===== config.mk =====
export PLATFORM = sky130hd
export DESIGN_NAME = pgc_gate_ctrl
export DESIGN_NICKNAME = d
export VERILOG_FILES = /design/src/rtl/pgc_pkg.sv /design/src/rtl/pgc_sense_route.sv /design/src/rtl/pgc_channel.sv /design/src/rtl/pgc_gate_ctrl.sv
export VERILOG_INCLUDE_DIRS = /design/src /design/src/rtl
export SDC_FILE = /design/constraint.sdc
export NUM_CORES = 1
export LEC_CHECK = 0
export BUFFER_PORTS_ARGS = -buffer_cell sky130_fd_sc_hd__buf_2
export CORE_UTILIZATION = 35
export CTS_CLUSTER_DIAMETER = 50
export DETAILED_ROUTE_END_ITERATION = 8
export GPL_TIMING_DRIVEN = 1
export PLACE_DENSITY_LB_ADDON = 0.08
export SKIP_CTS_REPAIR_TIMING = 1
export SYNTH_ARGS = -nofsm -noshare
export SYNTH_HDL_FRONTEND = slang
export SYNTH_SLANG_ARGS = --single-unit

===== constraint.sdc =====
create_clock -name sys_clk -period 1.5 [get_ports sys_clk]
set_input_delay 0.3 -clock sys_clk [delete_from_list [all_inputs] [get_ports sys_clk]]
set_output_delay 0.3 -clock sys_clk [all_outputs]
set_load 0.02 [all_outputs]

===== src/rtl/pgc_consts.svh =====
// register indices, field positions and reset values of the pre-driver gate control
// Behaviour
// status byte at index 0xE shows each driver on/off, resets to 0.
// after reset heater is general gate driver, both spark channels ignition.
// one mode bit per channel configuration selects ignition or general gate.
// output is pin OR control bit, or AND when combine bit set.
// open-load check only while off, short check only while on.
// open load sets open-load flag, short sets overcurrent flag.
// open load flagged when drain below threshold with test sink active.
// short flagged when drain above short threshold while output on.
// thresholds are fixed; no register setting changes them.
// clearing sink enable disables test sink and open-load detection.
// shared ignition shunt uses single threshold when one input on.
// both shared ignition inputs on selects twice the single threshold.
// one ignition, one general: shunt protects only the ignition channel.
// both general: only channel a uses shunt, b only drain protection.
// heater uses its own dedicated shunt comparison.
// per-output summary bit set when any fault of that output present.
// one status bit set whenever any pre-driver reports a fault.
// controller polls any-fault bit then reads channel status registers.
// combine bit is configuration bit 2, 0 OR, 1 AND.
// mode bit is configuration bit 7, 0 general gate, 1 ignition.
// sink disabled by configuration bit 4 forces open-load flag to 0.
// status bit 7 is OR of fault flags in bits 0 to 3.
// on/off indicators show resolved command, not the stored control bit.
`ifndef PGC_CONSTS_SVH
`define PGC_CONSTS_SVH

// channel slots
`define PGC_NCH 3
`define PGC_CH_HTR 0
`define PGC_CH_SPA 1
`define PGC_CH_SPB 2

// register indices
`define PGC_IDX_MAIN 4'h0
`define PGC_IDX_CH0 4'h7
`define PGC_IDX_IND 4'he
`define PGC_IDX_ANY 4'hf

// configuration fields
`define PGC_B_MODE 7
`define PGC_B_SINK 4
`define PGC_B_ANDSEL 2
`define PGC_CFG_WMASK 8'hd7

// main control bits
`define PGC_B_ON_HTR 0
`define PGC_B_ON_SPB 1
`define PGC_B_ON_SPA 2

// status fields
`define PGC_B_FAULTS 7
`define PGC_B_OL 3
`define PGC_B_OC 2
`define PGC_B_ANY 0
`define PGC_B_IND_OTHER 3

// reset values
`define PGC_RST_MAIN 8'h00
`define PGC_RST_CFG_HTR 8'h10
`define PGC_RST_CFG_SPK 8'h80
`define PGC_RST_IND 8'h00
`define PGC_ZERO8 8'h00

`endif


===== src/rtl/pgc_pkg.sv =====
// types shared by the pre-driver gate control files
package pgc_pkg;
    // register space selected by the access port
    typedef enum logic {PGC_SPACE_CTRL, PGC_SPACE_STAT} pgc_space_t;
    typedef logic [7:0] pgc_byte_t;
endpackage


===== src/rtl/pgc_sense_route.sv =====
// routing of the shared spark shunt comparison by channel modes
`timescale 1ns/10ps
`default_nettype none
module pgc_sense_route
(
    input wire logic modeA,
    input wire logic modeB,
    input wire logic cmdA,
    input wire logic cmdB,
    input wire logic aboveSingle,
    input wire logic aboveDouble,
    output logic doubleSel,
    output logic tripA,
    output logic tripB
);
    logic trip;

    // thresholds live in the analog comparators; only the level is picked here
    always_comb
    begin
        doubleSel = modeA & modeB & cmdA & cmdB;
        trip = doubleSel ? aboveDouble : aboveSingle;
        tripA = trip & (modeA | ~modeB);
        tripB = trip & modeB;
    end
endmodule
`default_nettype wire


===== src/rtl/pgc_channel.sv =====
// one pre-driver: input combine, gate output and fault flags
`timescale 1ns/10ps
`default_nettype none
module pgc_channel
(
    input wire logic sys_clk,
    input wire logic srst,
    input wire logic inPin,
    input wire logic ctrlBit,
    input wire logic andSel,
    input wire logic sinkEn,
    input wire logic drainLow,
    input wire logic drainHigh,
    input wire logic shuntTrip,
    input wire logic flagClr,
    output logic cmdOn,
    output logic gateOut_reg,
    output logic olFlag_reg,
    output logic ocFlag_reg
);
    logic olSet;
    logic ocSet;

    // pin and control bit resolved into the output command
    always_comb
    begin
        cmdOn = andSel ? (inPin & ctrlBit) : (inPin | ctrlBit);
        olSet = ~gateOut_reg & sinkEn & drainLow;
        ocSet = gateOut_reg & (drainHigh | shuntTrip);
    end

    // gate held off while a short stays latched, so the transistor is protected
    always_ff @(posedge sys_clk)
    begin
        if (srst)
            gateOut_reg <= 1'b0;
        else
            gateOut_reg <= cmdOn & ~ocFlag_reg;
    end

    // open-load flag: set beats read-clear, a disabled sink forces zero
    always_ff @(posedge sys_clk)
    begin
        if (srst)
            olFlag_reg <= 1'b0;
        else if (!sinkEn)
            olFlag_reg <= 1'b0;
        else if (olSet)
            olFlag_reg <= 1'b1;
        else if (flagClr)
            olFlag_reg <= 1'b0;
    end

    // overcurrent flag, set beats read-clear
    always_ff @(posedge sys_clk)
    begin
        if (srst)
            ocFlag_reg <= 1'b0;
        else if (ocSet)
            ocFlag_reg <= 1'b1;
        else if (flagClr)
            ocFlag_reg <= 1'b0;
    end
endmodule
`default_nettype wire


===== src/rtl/pgc_gate_ctrl.sv =====
// top of the pre-driver gate control: registers, channels, shunt routing
`timescale 1ns/10ps
`default_nettype none
`include "pgc_consts.svh"
module pgc_gate_ctrl
(
    input wire logic sys_clk,
    input wire logic srst,
    input wire pgc_pkg::pgc_space_t regSpace,
    input wire logic [3:0] regAddr,
    input wire logic [7:0] regWrData,
    input wire logic regWrEn,
    input wire logic regRdEn,
    output logic [7:0] regRdData_reg,
    input wire logic heater_in_pin,
    input wire logic spark_in_pin_a,
    input wire logic spark_in_pin_b,
    input wire logic heater_drain_sense_low,
    input wire logic heater_drain_sense_high,
    input wire logic spark_drain_sense_a_low,
    input wire logic spark_drain_sense_a_high,
    input wire logic spark_drain_sense_b_low,
    input wire logic spark_drain_sense_b_high,
    input wire logic sparkShuntAboveSingle,
    input wire logic sparkShuntAboveDouble,
    input wire logic heaterShuntAbove,
    input wire logic [4:0] otherDriversOn,
    output logic heater_gate_out,
    output logic spark_gate_out_a,
    output logic spark_gate_out_b,
    output logic sparkShuntDouble_reg,
    output logic anyFault_reg
);
    // ======================================================
    // storage and channel wiring
    pgc_pkg::pgc_byte_t mainReg;
    pgc_pkg::pgc_byte_t cfgReg [`PGC_NCH];
    pgc_pkg::pgc_byte_t statByte [`PGC_NCH];
    pgc_pkg::pgc_byte_t indReg;
    logic [`PGC_NCH-1:0] inPin;
    logic [`PGC_NCH-1:0] ctrlBit;
    logic [`PGC_NCH-1:0] drainLow;
    logic [`PGC_NCH-1:0] drainHigh;
    logic [`PGC_NCH-1:0] shuntTrip;
    logic [`PGC_NCH-1:0] flagClr;
    logic [`PGC_NCH-1:0] cmdOn;
    logic [`PGC_NCH-1:0] gateOut;
    logic [`PGC_NCH-1:0] olFlag;
    logic [`PGC_NCH-1:0] ocFlag;
    logic [`PGC_NCH-1:0] modeIgn;
    logic ctrlWr;
    logic statRd;
    logic doubleSel;

    assign ctrlWr = regWrEn && (regSpace == pgc_pkg::PGC_SPACE_CTRL);
    assign statRd = regRdEn && (regSpace == pgc_pkg::PGC_SPACE_STAT);

    // pins gathered into channel order: heater, spark a, spark b
    assign inPin = {spark_in_pin_b, spark_in_pin_a, heater_in_pin};
    assign drainLow = {spark_drain_sense_b_low, spark_drain_sense_a_low, heater_drain_sense_low};
    assign drainHigh = {spark_drain_sense_b_high, spark_drain_sense_a_high,
        heater_drain_sense_high};
    assign ctrlBit = {mainReg[`PGC_B_ON_SPB], mainReg[`PGC_B_ON_SPA], mainReg[`PGC_B_ON_HTR]};
    assign heater_gate_out = gateOut[`PGC_CH_HTR];
    assign spark_gate_out_a = gateOut[`PGC_CH_SPA];
    assign spark_gate_out_b = gateOut[`PGC_CH_SPB];

    // ======================================================
    // main on/off control byte
    always_ff @(posedge sys_clk)
    begin
        if (srst)
            mainReg <= `PGC_RST_MAIN;
        else if (ctrlWr && regAddr == `PGC_IDX_MAIN)
            mainReg <= regWrData;
    end

    // ======================================================
    // per-channel configuration, flags and status bytes
    genvar i;
    generate
        for (i = 0; i < `PGC_NCH; i++)
        begin : g_ch
            localparam logic [3:0] CH_ADDR = 4'(`PGC_IDX_CH0 + i);
            localparam pgc_pkg::pgc_byte_t CFG_RST =
                (i == `PGC_CH_HTR) ? `PGC_RST_CFG_HTR : `PGC_RST_CFG_SPK;

            // reserved configuration bits stay zero; thresholds have no field
            always_ff @(posedge sys_clk)
            begin
                if (srst)
                    cfgReg[i] <= CFG_RST;
                else if (ctrlWr && regAddr == CH_ADDR)
                    cfgReg[i] <= regWrData & `PGC_CFG_WMASK;
            end

            assign modeIgn[i] = cfgReg[i][`PGC_B_MODE];
            // reading a channel's status clears its latched flags
            assign flagClr[i] = statRd && regAddr == CH_ADDR;

            // summary bit is the OR of the flag field
            always_comb
            begin
                statByte[i] = `PGC_ZERO8;
                statByte[i][`PGC_B_OL] = olFlag[i];
                statByte[i][`PGC_B_OC] = ocFlag[i];
                statByte[i][`PGC_B_FAULTS] = olFlag[i] | ocFlag[i];
            end

            pgc_channel u_ch
            (
                .sys_clk(sys_clk),
                .srst(srst),
                .inPin(inPin[i]),
                .ctrlBit(ctrlBit[i]),
                .andSel(cfgReg[i][`PGC_B_ANDSEL]),
                .sinkEn(cfgReg[i][`PGC_B_SINK]),
                .drainLow(drainLow[i]),
                .drainHigh(drainHigh[i]),
                .shuntTrip(shuntTrip[i]),
                .flagClr(flagClr[i]),
                .cmdOn(cmdOn[i]),
                .gateOut_reg(gateOut[i]),
                .olFlag_reg(olFlag[i]),
                .ocFlag_reg(ocFlag[i])
            );
        end
    endgenerate

    // ======================================================
    // shunt comparison routing
    pgc_sense_route u_route
    (
        .modeA(modeIgn[`PGC_CH_SPA]),
        .modeB(modeIgn[`PGC_CH_SPB]),
        .cmdA(cmdOn[`PGC_CH_SPA]),
        .cmdB(cmdOn[`PGC_CH_SPB]),
        .aboveSingle(sparkShuntAboveSingle),
        .aboveDouble(sparkShuntAboveDouble),
        .doubleSel(doubleSel),
        .tripA(shuntTrip[`PGC_CH_SPA]),
        .tripB(shuntTrip[`PGC_CH_SPB])
    );
    // heater never shares the spark shunt
    assign shuntTrip[`PGC_CH_HTR] = heaterShuntAbove;

    // threshold select drives the analog comparator level
    always_ff @(posedge sys_clk)
    begin
        if (srst)
            sparkShuntDouble_reg <= 1'b0;
        else
            sparkShuntDouble_reg <= doubleSel;
    end

    // ======================================================
    // on/off indicators and any-fault summary
    // indicators follow the resolved command so a pin-driven output shows too
    always_ff @(posedge sys_clk)
    begin
        if (srst)
            indReg <= `PGC_RST_IND;
        else
            indReg <= {otherDriversOn, cmdOn[`PGC_CH_SPA], cmdOn[`PGC_CH_SPB],
                cmdOn[`PGC_CH_HTR]};
    end

    // polled by the controller before reading the channel bytes
    always_ff @(posedge sys_clk)
    begin
        if (srst)
            anyFault_reg <= 1'b0;
        else
            anyFault_reg <= |(olFlag | ocFlag);
    end

    // ======================================================
    // read port, one cycle latency, unmapped indices read zero
    always_ff @(posedge sys_clk)
    begin
        if (srst)
            regRdData_reg <= `PGC_ZERO8;
        else if (regRdEn)
        begin
            regRdData_reg <= `PGC_ZERO8;
            if (regSpace == pgc_pkg::PGC_SPACE_CTRL)
            begin
                if (regAddr == `PGC_IDX_MAIN)
                    regRdData_reg <= mainReg;
                for (int k = 0; k < `PGC_NCH; k++)
                    if (regAddr == 4'(`PGC_IDX_CH0 + k))
                        regRdData_reg <= cfgReg[k];
            end
            else
            begin
                if (regAddr == `PGC_IDX_IND)
                    regRdData_reg <= indReg;
                if (regAddr == `PGC_IDX_ANY)
                    regRdData_reg <= {7'h00, anyFault_reg};
                for (int k = 0; k < `PGC_NCH; k++)
                    if (regAddr == 4'(`PGC_IDX_CH0 + k))
                        regRdData_reg <= statByte[k];
            end
        end
    end
endmodule
`default_nettype wire


==> flow_metrics.tcl, run 1 <==
set metrics [dict create \
    tns_ns 0 \
    place_ws_ns -0.178 \
    wirelength_um 6320 \
    worstRegToRegCells 5 \
    peakVddDrop_mv 0.381 \
    synthArstFlopShare 0 \
    swShare 0.241 \
    drv_cap 0 \
    fin_ws_ns 0.158 \
    diodes 0 \
    p_sw_w 0.000695 \
    seq_power_share 0.551 \
    path_class "input port to flip-flop" \
    synthCells 250 \
    synth_warnings 0 \
    cts_max_level 2 \
    grt_max_degree 21 \
    cp.arrival_ns 1.34 \
    critPathCaptureType "flip-flop" \
    top_layer "met4" \
    hp-start "otherDriversOn[0]" \
    worst_clock_skew_ns 0.00418 \
    die_y_um 84.8 \
    grt_usage 0.190 \
    coreArea_um2 6490 \
    cp_max_fo 6 \
    outcome "finished with violations" \
    final_util 0.467 \
    ys_ff_latch 53 \
    largest-register "cfgReg" \
    fin_nets 357 \
    vias_per_cell 4.94 \
    clkTransAtPathRegs_ns 0.09 \
    powerDensity_nw_per_um2 951 \
    synth_largest_area_cell "dfxtp_1" \
    grt_overflow 0 \
    cts_inserted_buffers 5 \
    postRouteAntennaNets 0 \
    cts_buffer_depth 2 \
    hold_path_class "input port to flip-flop" \
    design.die.area_um2 7190 \
    ys_seq_area_frac 0.517 \
    synth.top_cell.area_share 0.292 \
    drt_iter0_drc 74 \
    dr_wl_met2_um 2980 \
    place.gp.congestion 0.793 \
    max_freq_mhz 745 \
    startpoint "regAddr[2]" \
    grt_pass1_wl_um 10300 \
    cts_root_buf "clkbuf_8" \
    synth_area_um2 2400 \
    largest_register_ffs 18 \
    clkSinkCount 53 \
    drive_gt1_frac 0.278 \
    pwr-share-clk 0.331 \
    die_w_um 84.8 \
    synth_area_per_cell_um2 9.59 \
    slew_viol_final 0 \
    ys.flop_type "dfxtp_1" \
    hold_viol_final 0 \
    cts_tree "yes" \
    worstMarginPinSlew_ns 0.340 \
    io_buffers 46 \
    ioPinCount 47 \
    violations "DRC" \
    r2r-end "g_ch[2].u_ch.ocFlag_reg$_SDFFE_PP0P_" \
    hpwl_um 5030 \
    start_util 0.369 \
    slew_headroom 0.772 \
    grt_pass1_vias 1937 \
    num_rows 29 \
    yosys-top-cells-area "dfxtp_1 29%, edfxtp_1 23%, nor2_1 4.2%" \
    p_leak_nw 1.29 \
    critPathCapture "cfgReg[1][5]$_SDFFCE_PN1P_" \
    start_kind "input port" \
    dr_total_vias 1979 \
    hold_path_depth 2 \
    r2r_start "cfgReg[2][2]$_SDFFCE_PN0P_" \
    comb_power_share 0.118 \
    rrSetupSlack_ns 0.19 \
    cp.required_ns 1.50 \
    setup_viol 0 \
    syn2layout_area_growth_pct 26.6 \
    hold-worst-slack_ns 0.196 \
    post-route-period-util 0.895 \
    first_pass_iters 6 \
    rsz0062_at_grt "false" \
    wl_met1_um 3100 \
    power.total_w 0.00289 \
    post-route-drc-count 3 \
    wl_met3_um 207 \
    synth_nets 284 \
    clk_latency_ns 0.31 \
    wl_per_cell_um 15.8 \
    p_int_w 0.00219 \
    period_needed_ns 1.34 \
    synth.distinct_cells 47 \
    synth_edf_count 18 \
    antenna_found_initial 0 \
]
==> worst max-delay path, stage by stage <==
cell and delay [ns]:
buf_2 0.14, or3b_1 0.44, nor2_1 0.17, a21o_1 0.29
==> synth_stat cells, types with 2 or more instances <==
| cell | number |
|---|---|
| a21oi_1 | 12 |
| dfxtp_1 | 35 |
| a32oi_1 | 2 |
| nor2b_1 | 11 |
| nand3b_1 | 2 |
| and2_1 | 16 |
| edfxtp_1 | 18 |
| nand2_1 | 21 |
| and3b_1 | 2 |
| nand3_1 | 6 |
| maj3_1 | 2 |
| mux2i_1 | 10 |
| a22oi_1 | 2 |
| nor2_1 | 27 |
| a21o_1 | 2 |
| clkbuf_1 | 7 |
| inv_1 | 10 |
| o22ai_1 | 3 |
| buf_2 | 2 |
| nor3b_1 | 2 |
| o21ai_0 | 20 |
| a311oi_1 | 4 |
| nor3_1 | 2 |
| a211oi_1 | 5 |
| nand2b_1 | 5 |
==> final cells by class <==
class	instances	area [um2]
Clock inverter	3	41.3
Inverter	10	37.5
Sequential cell	53	1240
Multi-Input combinational cell	175	1070
Fill cell	662	3460
Timing Repair Buffer	78	483
Tap cell	77	96.3
Clock buffer	5	68.8
==> placed cells by master, fill, tap and decap left out, types with 3 or more instances in the layout <==
master,synthesis,routed
a211oi_1,5,5
a21oi_1,12,12
a311oi_1,4,4
and2_1,16,16
buf_2,2,46
buf_4,1,31
clkbuf_8,0,5
dfxtp_1,35,35
edfxtp_1,18,18
inv_1,10,10
mux2i_1,10,10
nand2_1,21,21
nand2b_1,5,5
nand3_1,6,6
nor2_1,27,27
nor2b_1,11,11
o21ai_0,20,20
o22ai_1,3,3
==> cell families after synthesis <==
| logic type | Yosys count | synth area share |
|---|---|---|
| AO/OA/AOI/OAI | 58 | 0.151 |
| adder cells (fa/ha/maj) | 2 | 0.00835 |
| buffers and inverters | 22 | 0.0402 |
| flip-flops | 53 | 0.517 |
| multiplexers | 10 | 0.0417 |
| AND/OR/NAND/NOR | 105 | 0.242 |
==> stage by stage <==
stage                     instances  cell area, um2
final                           401            3040
after floorplan                 250            2400
after global placement          393            2920
after detailed placement        393            2920
after global routing            401            3040
after CTS                       401            3030
==> per-layer routing <==
| layer | global-route usage | vias to the layer above |
|---|---|---|
| li1 | - | 1028 |
| met3 | 0.0324 | 2 |
| met1 | 0.265 | 912 |
| met2 | 0.305 | 37 |
| met5 | 0 | - |
| met4 | 0.0508 | 0 |
==> how the worst min path moves through the flow <==
stage,slack [ns],endpoint
final,0.20,indReg[3]$_SDFF_PP0_
after global routing,0.21,indReg[3]$_SDFF_PP0_
after CTS,0.19,indReg[3]$_SDFF_PP0_
after detailed placement,0.45,regRdData_reg[3]$_SDFFE_PP0P_
after global placement,0.45,regRdData_reg[3]$_SDFFE_PP0P_
after floorplan,0.42,g_ch[2].u_ch.ocFlag_reg$_SDFFE_PP0P_
==> power groups by stage <==
stage	Sequential (W)	Clock [W]	Combinational, W
after floorplan	0.00163	0	0.000154
after global placement	0.00162	0	0.000341
after detailed placement	0.00162	0	0.000341
after CTS	0.00159	0.000995	0.000342
after global routing	0.00160	0.00104	0.000373
final	0.00159	0.000956	0.000340
No activity file was read; power rests on OpenSTA's default activity.
==> run 2, diff against run 1 <==
GPL_TIMING_DRIVEN = default   (was 1)
RECOVER_POWER = 50   (was default)
==> flow_metrics.tcl, run 2 (synthesized netlist as in run 1, its figures left out) <==
set metrics [dict create \
    cp.arrival_ns 1.44 \
    cts_inserted_buffers 5 \
    slew_viol_final 0 \
    outcome "finished with violations" \
    post-route-period-util 0.914 \
    cts_root_buf "clkbuf_8" \
    path_class "input port to flip-flop" \
    die_y_um 84.8 \
    cts_buffer_depth 2 \
    cp_max_fo 6 \
    coreArea_um2 6490 \
    clkSinkCount 53 \
    critPathCaptureType "flip-flop" \
    postRouteAntennaNets 0 \
    final_cell_mix "35 x dfxtp_1, 32 x buf_2, 27 x nor2_1" \
    cts_tree "yes" \
    wl_met3_um 189 \
    critPathCapture "cfgReg[0][3]$_SDFFCE_PN1P_" \
    vias_per_cell 4.95 \
    drv_cap 0 \
    cp.required_ns 1.57 \
    n_fill_cell 675 \
    largest_register_ffs 18 \
    grt_pass1_vias 1937 \
    max_freq_mhz 729 \
    powerDensity_nw_per_um2 960 \
    design.die.area_um2 7190 \
    final_common_cell "dfxtp_1" \
    clk_latency_ns 0.31 \
    wirelength_um 6320 \
    period_needed_ns 1.37 \
    worstMarginPinSlew_ns 0.484 \
    r2r_start "cfgReg[2][2]$_SDFFCE_PN0P_" \
    cts_max_level 2 \
    hold_viol_final 0 \
    hpwl_um 5030 \
    p_leak_nw 1.22 \
    place.gp.congestion 0.793 \
    rsz0062_at_grt "false" \
    wl_per_cell_um 15.8 \
    critPathMostFrequentCell "clkbuf_1" \
    multi_input_area_um2 1060 \
    die_w_um 84.8 \
    worstPathCellList "buf_2 > buf_4 > nand4b_1 > clkbuf_1 > nor3_1 > clkbuf_1 > nand2b_1" \
    post-route-drc-count 3 \
    ioPinCount 47 \
    diodes 0 \
    grt_pass1_wl_um 10300 \
    grt_overflow 0 \
    io_buffers 46 \
    first_pass_iters 6 \
    top_layer "met4" \
    startpoint "regAddr[3]" \
    hold_path_depth 2 \
    hp-start "otherDriversOn[0]" \
    syn2layout_area_growth_pct 25.0 \
    dr_total_vias 1983 \
    grt_max_degree 21 \
    rrSetupSlack_ns 0.18 \
    hold-worst-slack_ns 0.195 \
    start_util 0.369 \
    antenna_found_initial 0 \
    start_kind "input port" \
    crit_slowest_cell "clkbuf_1" \
    hold_path_class "input port to flip-flop" \
    grt_usage 0.190 \
    drive_gt1_frac 0.219 \
    drt_iter0_drc 78 \
    clkTransAtPathRegs_ns 0.09 \
    setup_viol 0 \
    largest-register "cfgReg" \
    num_rows 29 \
    violations "DRC" \
    ff_latch_area_um2 1240 \
    power.total_w 0.00288 \
    critPathMaxStageDelay_ns 0.24 \
    peakVddDrop_mv 0.380 \
    worstRegToRegCells 5 \
    fin_nets 357 \
    slew_headroom 0.676 \
    worst_clock_skew_ns 0.00412 \
    r2r-end "g_ch[2].u_ch.ocFlag_reg$_SDFFE_PP0P_" \
    wl_met1_um 3120 \
    dr_wl_met2_um 2990 \
]
## run 2: routing by layer
| metal | vias up | track usage |
|---|---|---|
| met4 | 0 | 0.0508 |
| met1 | 913 | 0.265 |
| met3 | 2 | 0.0324 |
| met5 | - | 0 |
| li1 | 1028 | - |
| met2 | 40 | 0.305 |
## run 2: worst max-delay path, delay by kind of cell
| family | cells | cell delay (ns) |
|---|---|---|
| and+or+nand+nor | 3 | 0.41 |
| buffers and inverters | 4 | 0.71 |
## run 2: through the flow
step                TNS, ns  cell area (um2)  cells   util  worst slack [ns]
detailed placement    -3.12             2920    393  0.449            -0.178
CTS                       0             3030    401  0.466             0.102
global route              0             3000    401  0.462            0.0488
finish                    0             3000    401  0.462             0.129
global placement      -2.94             2920    393  0.449            -0.125
floorplan                 0             2400    250      -           0.00183
## run 2: area by class of cell
cell class                 instances  area share
clock buffer                       5      0.0230
inverter                          10      0.0125
clock inverter                     3      0.0138
multi-input combinational        175       0.355
timing repair buffer              78       0.149
tap                               77      0.0321
sequential                        53       0.414
## run 2: where the power goes
part,switching [W],internal (W),leakage (nW)
Clock,0.000465,0.000492,0.0518
Combinational,0.000187,0.000143,0.710
Sequential,0.0000435,0.00155,0.460
Total,0.000696,0.00218,1.22
## run 2: worst min-delay path by stage
stage,endpoint,slack (ns)
global route,indReg[3]$_SDFF_PP0_,0.21
detailed placement,regRdData_reg[3]$_SDFFE_PP0P_,0.45
finish,indReg[3]$_SDFF_PP0_,0.19
global placement,regRdData_reg[3]$_SDFFE_PP0P_,0.45
CTS,indReg[3]$_SDFF_PP0_,0.19
floorplan,g_ch[2].u_ch.ocFlag_reg$_SDFFE_PP0P_,0.42
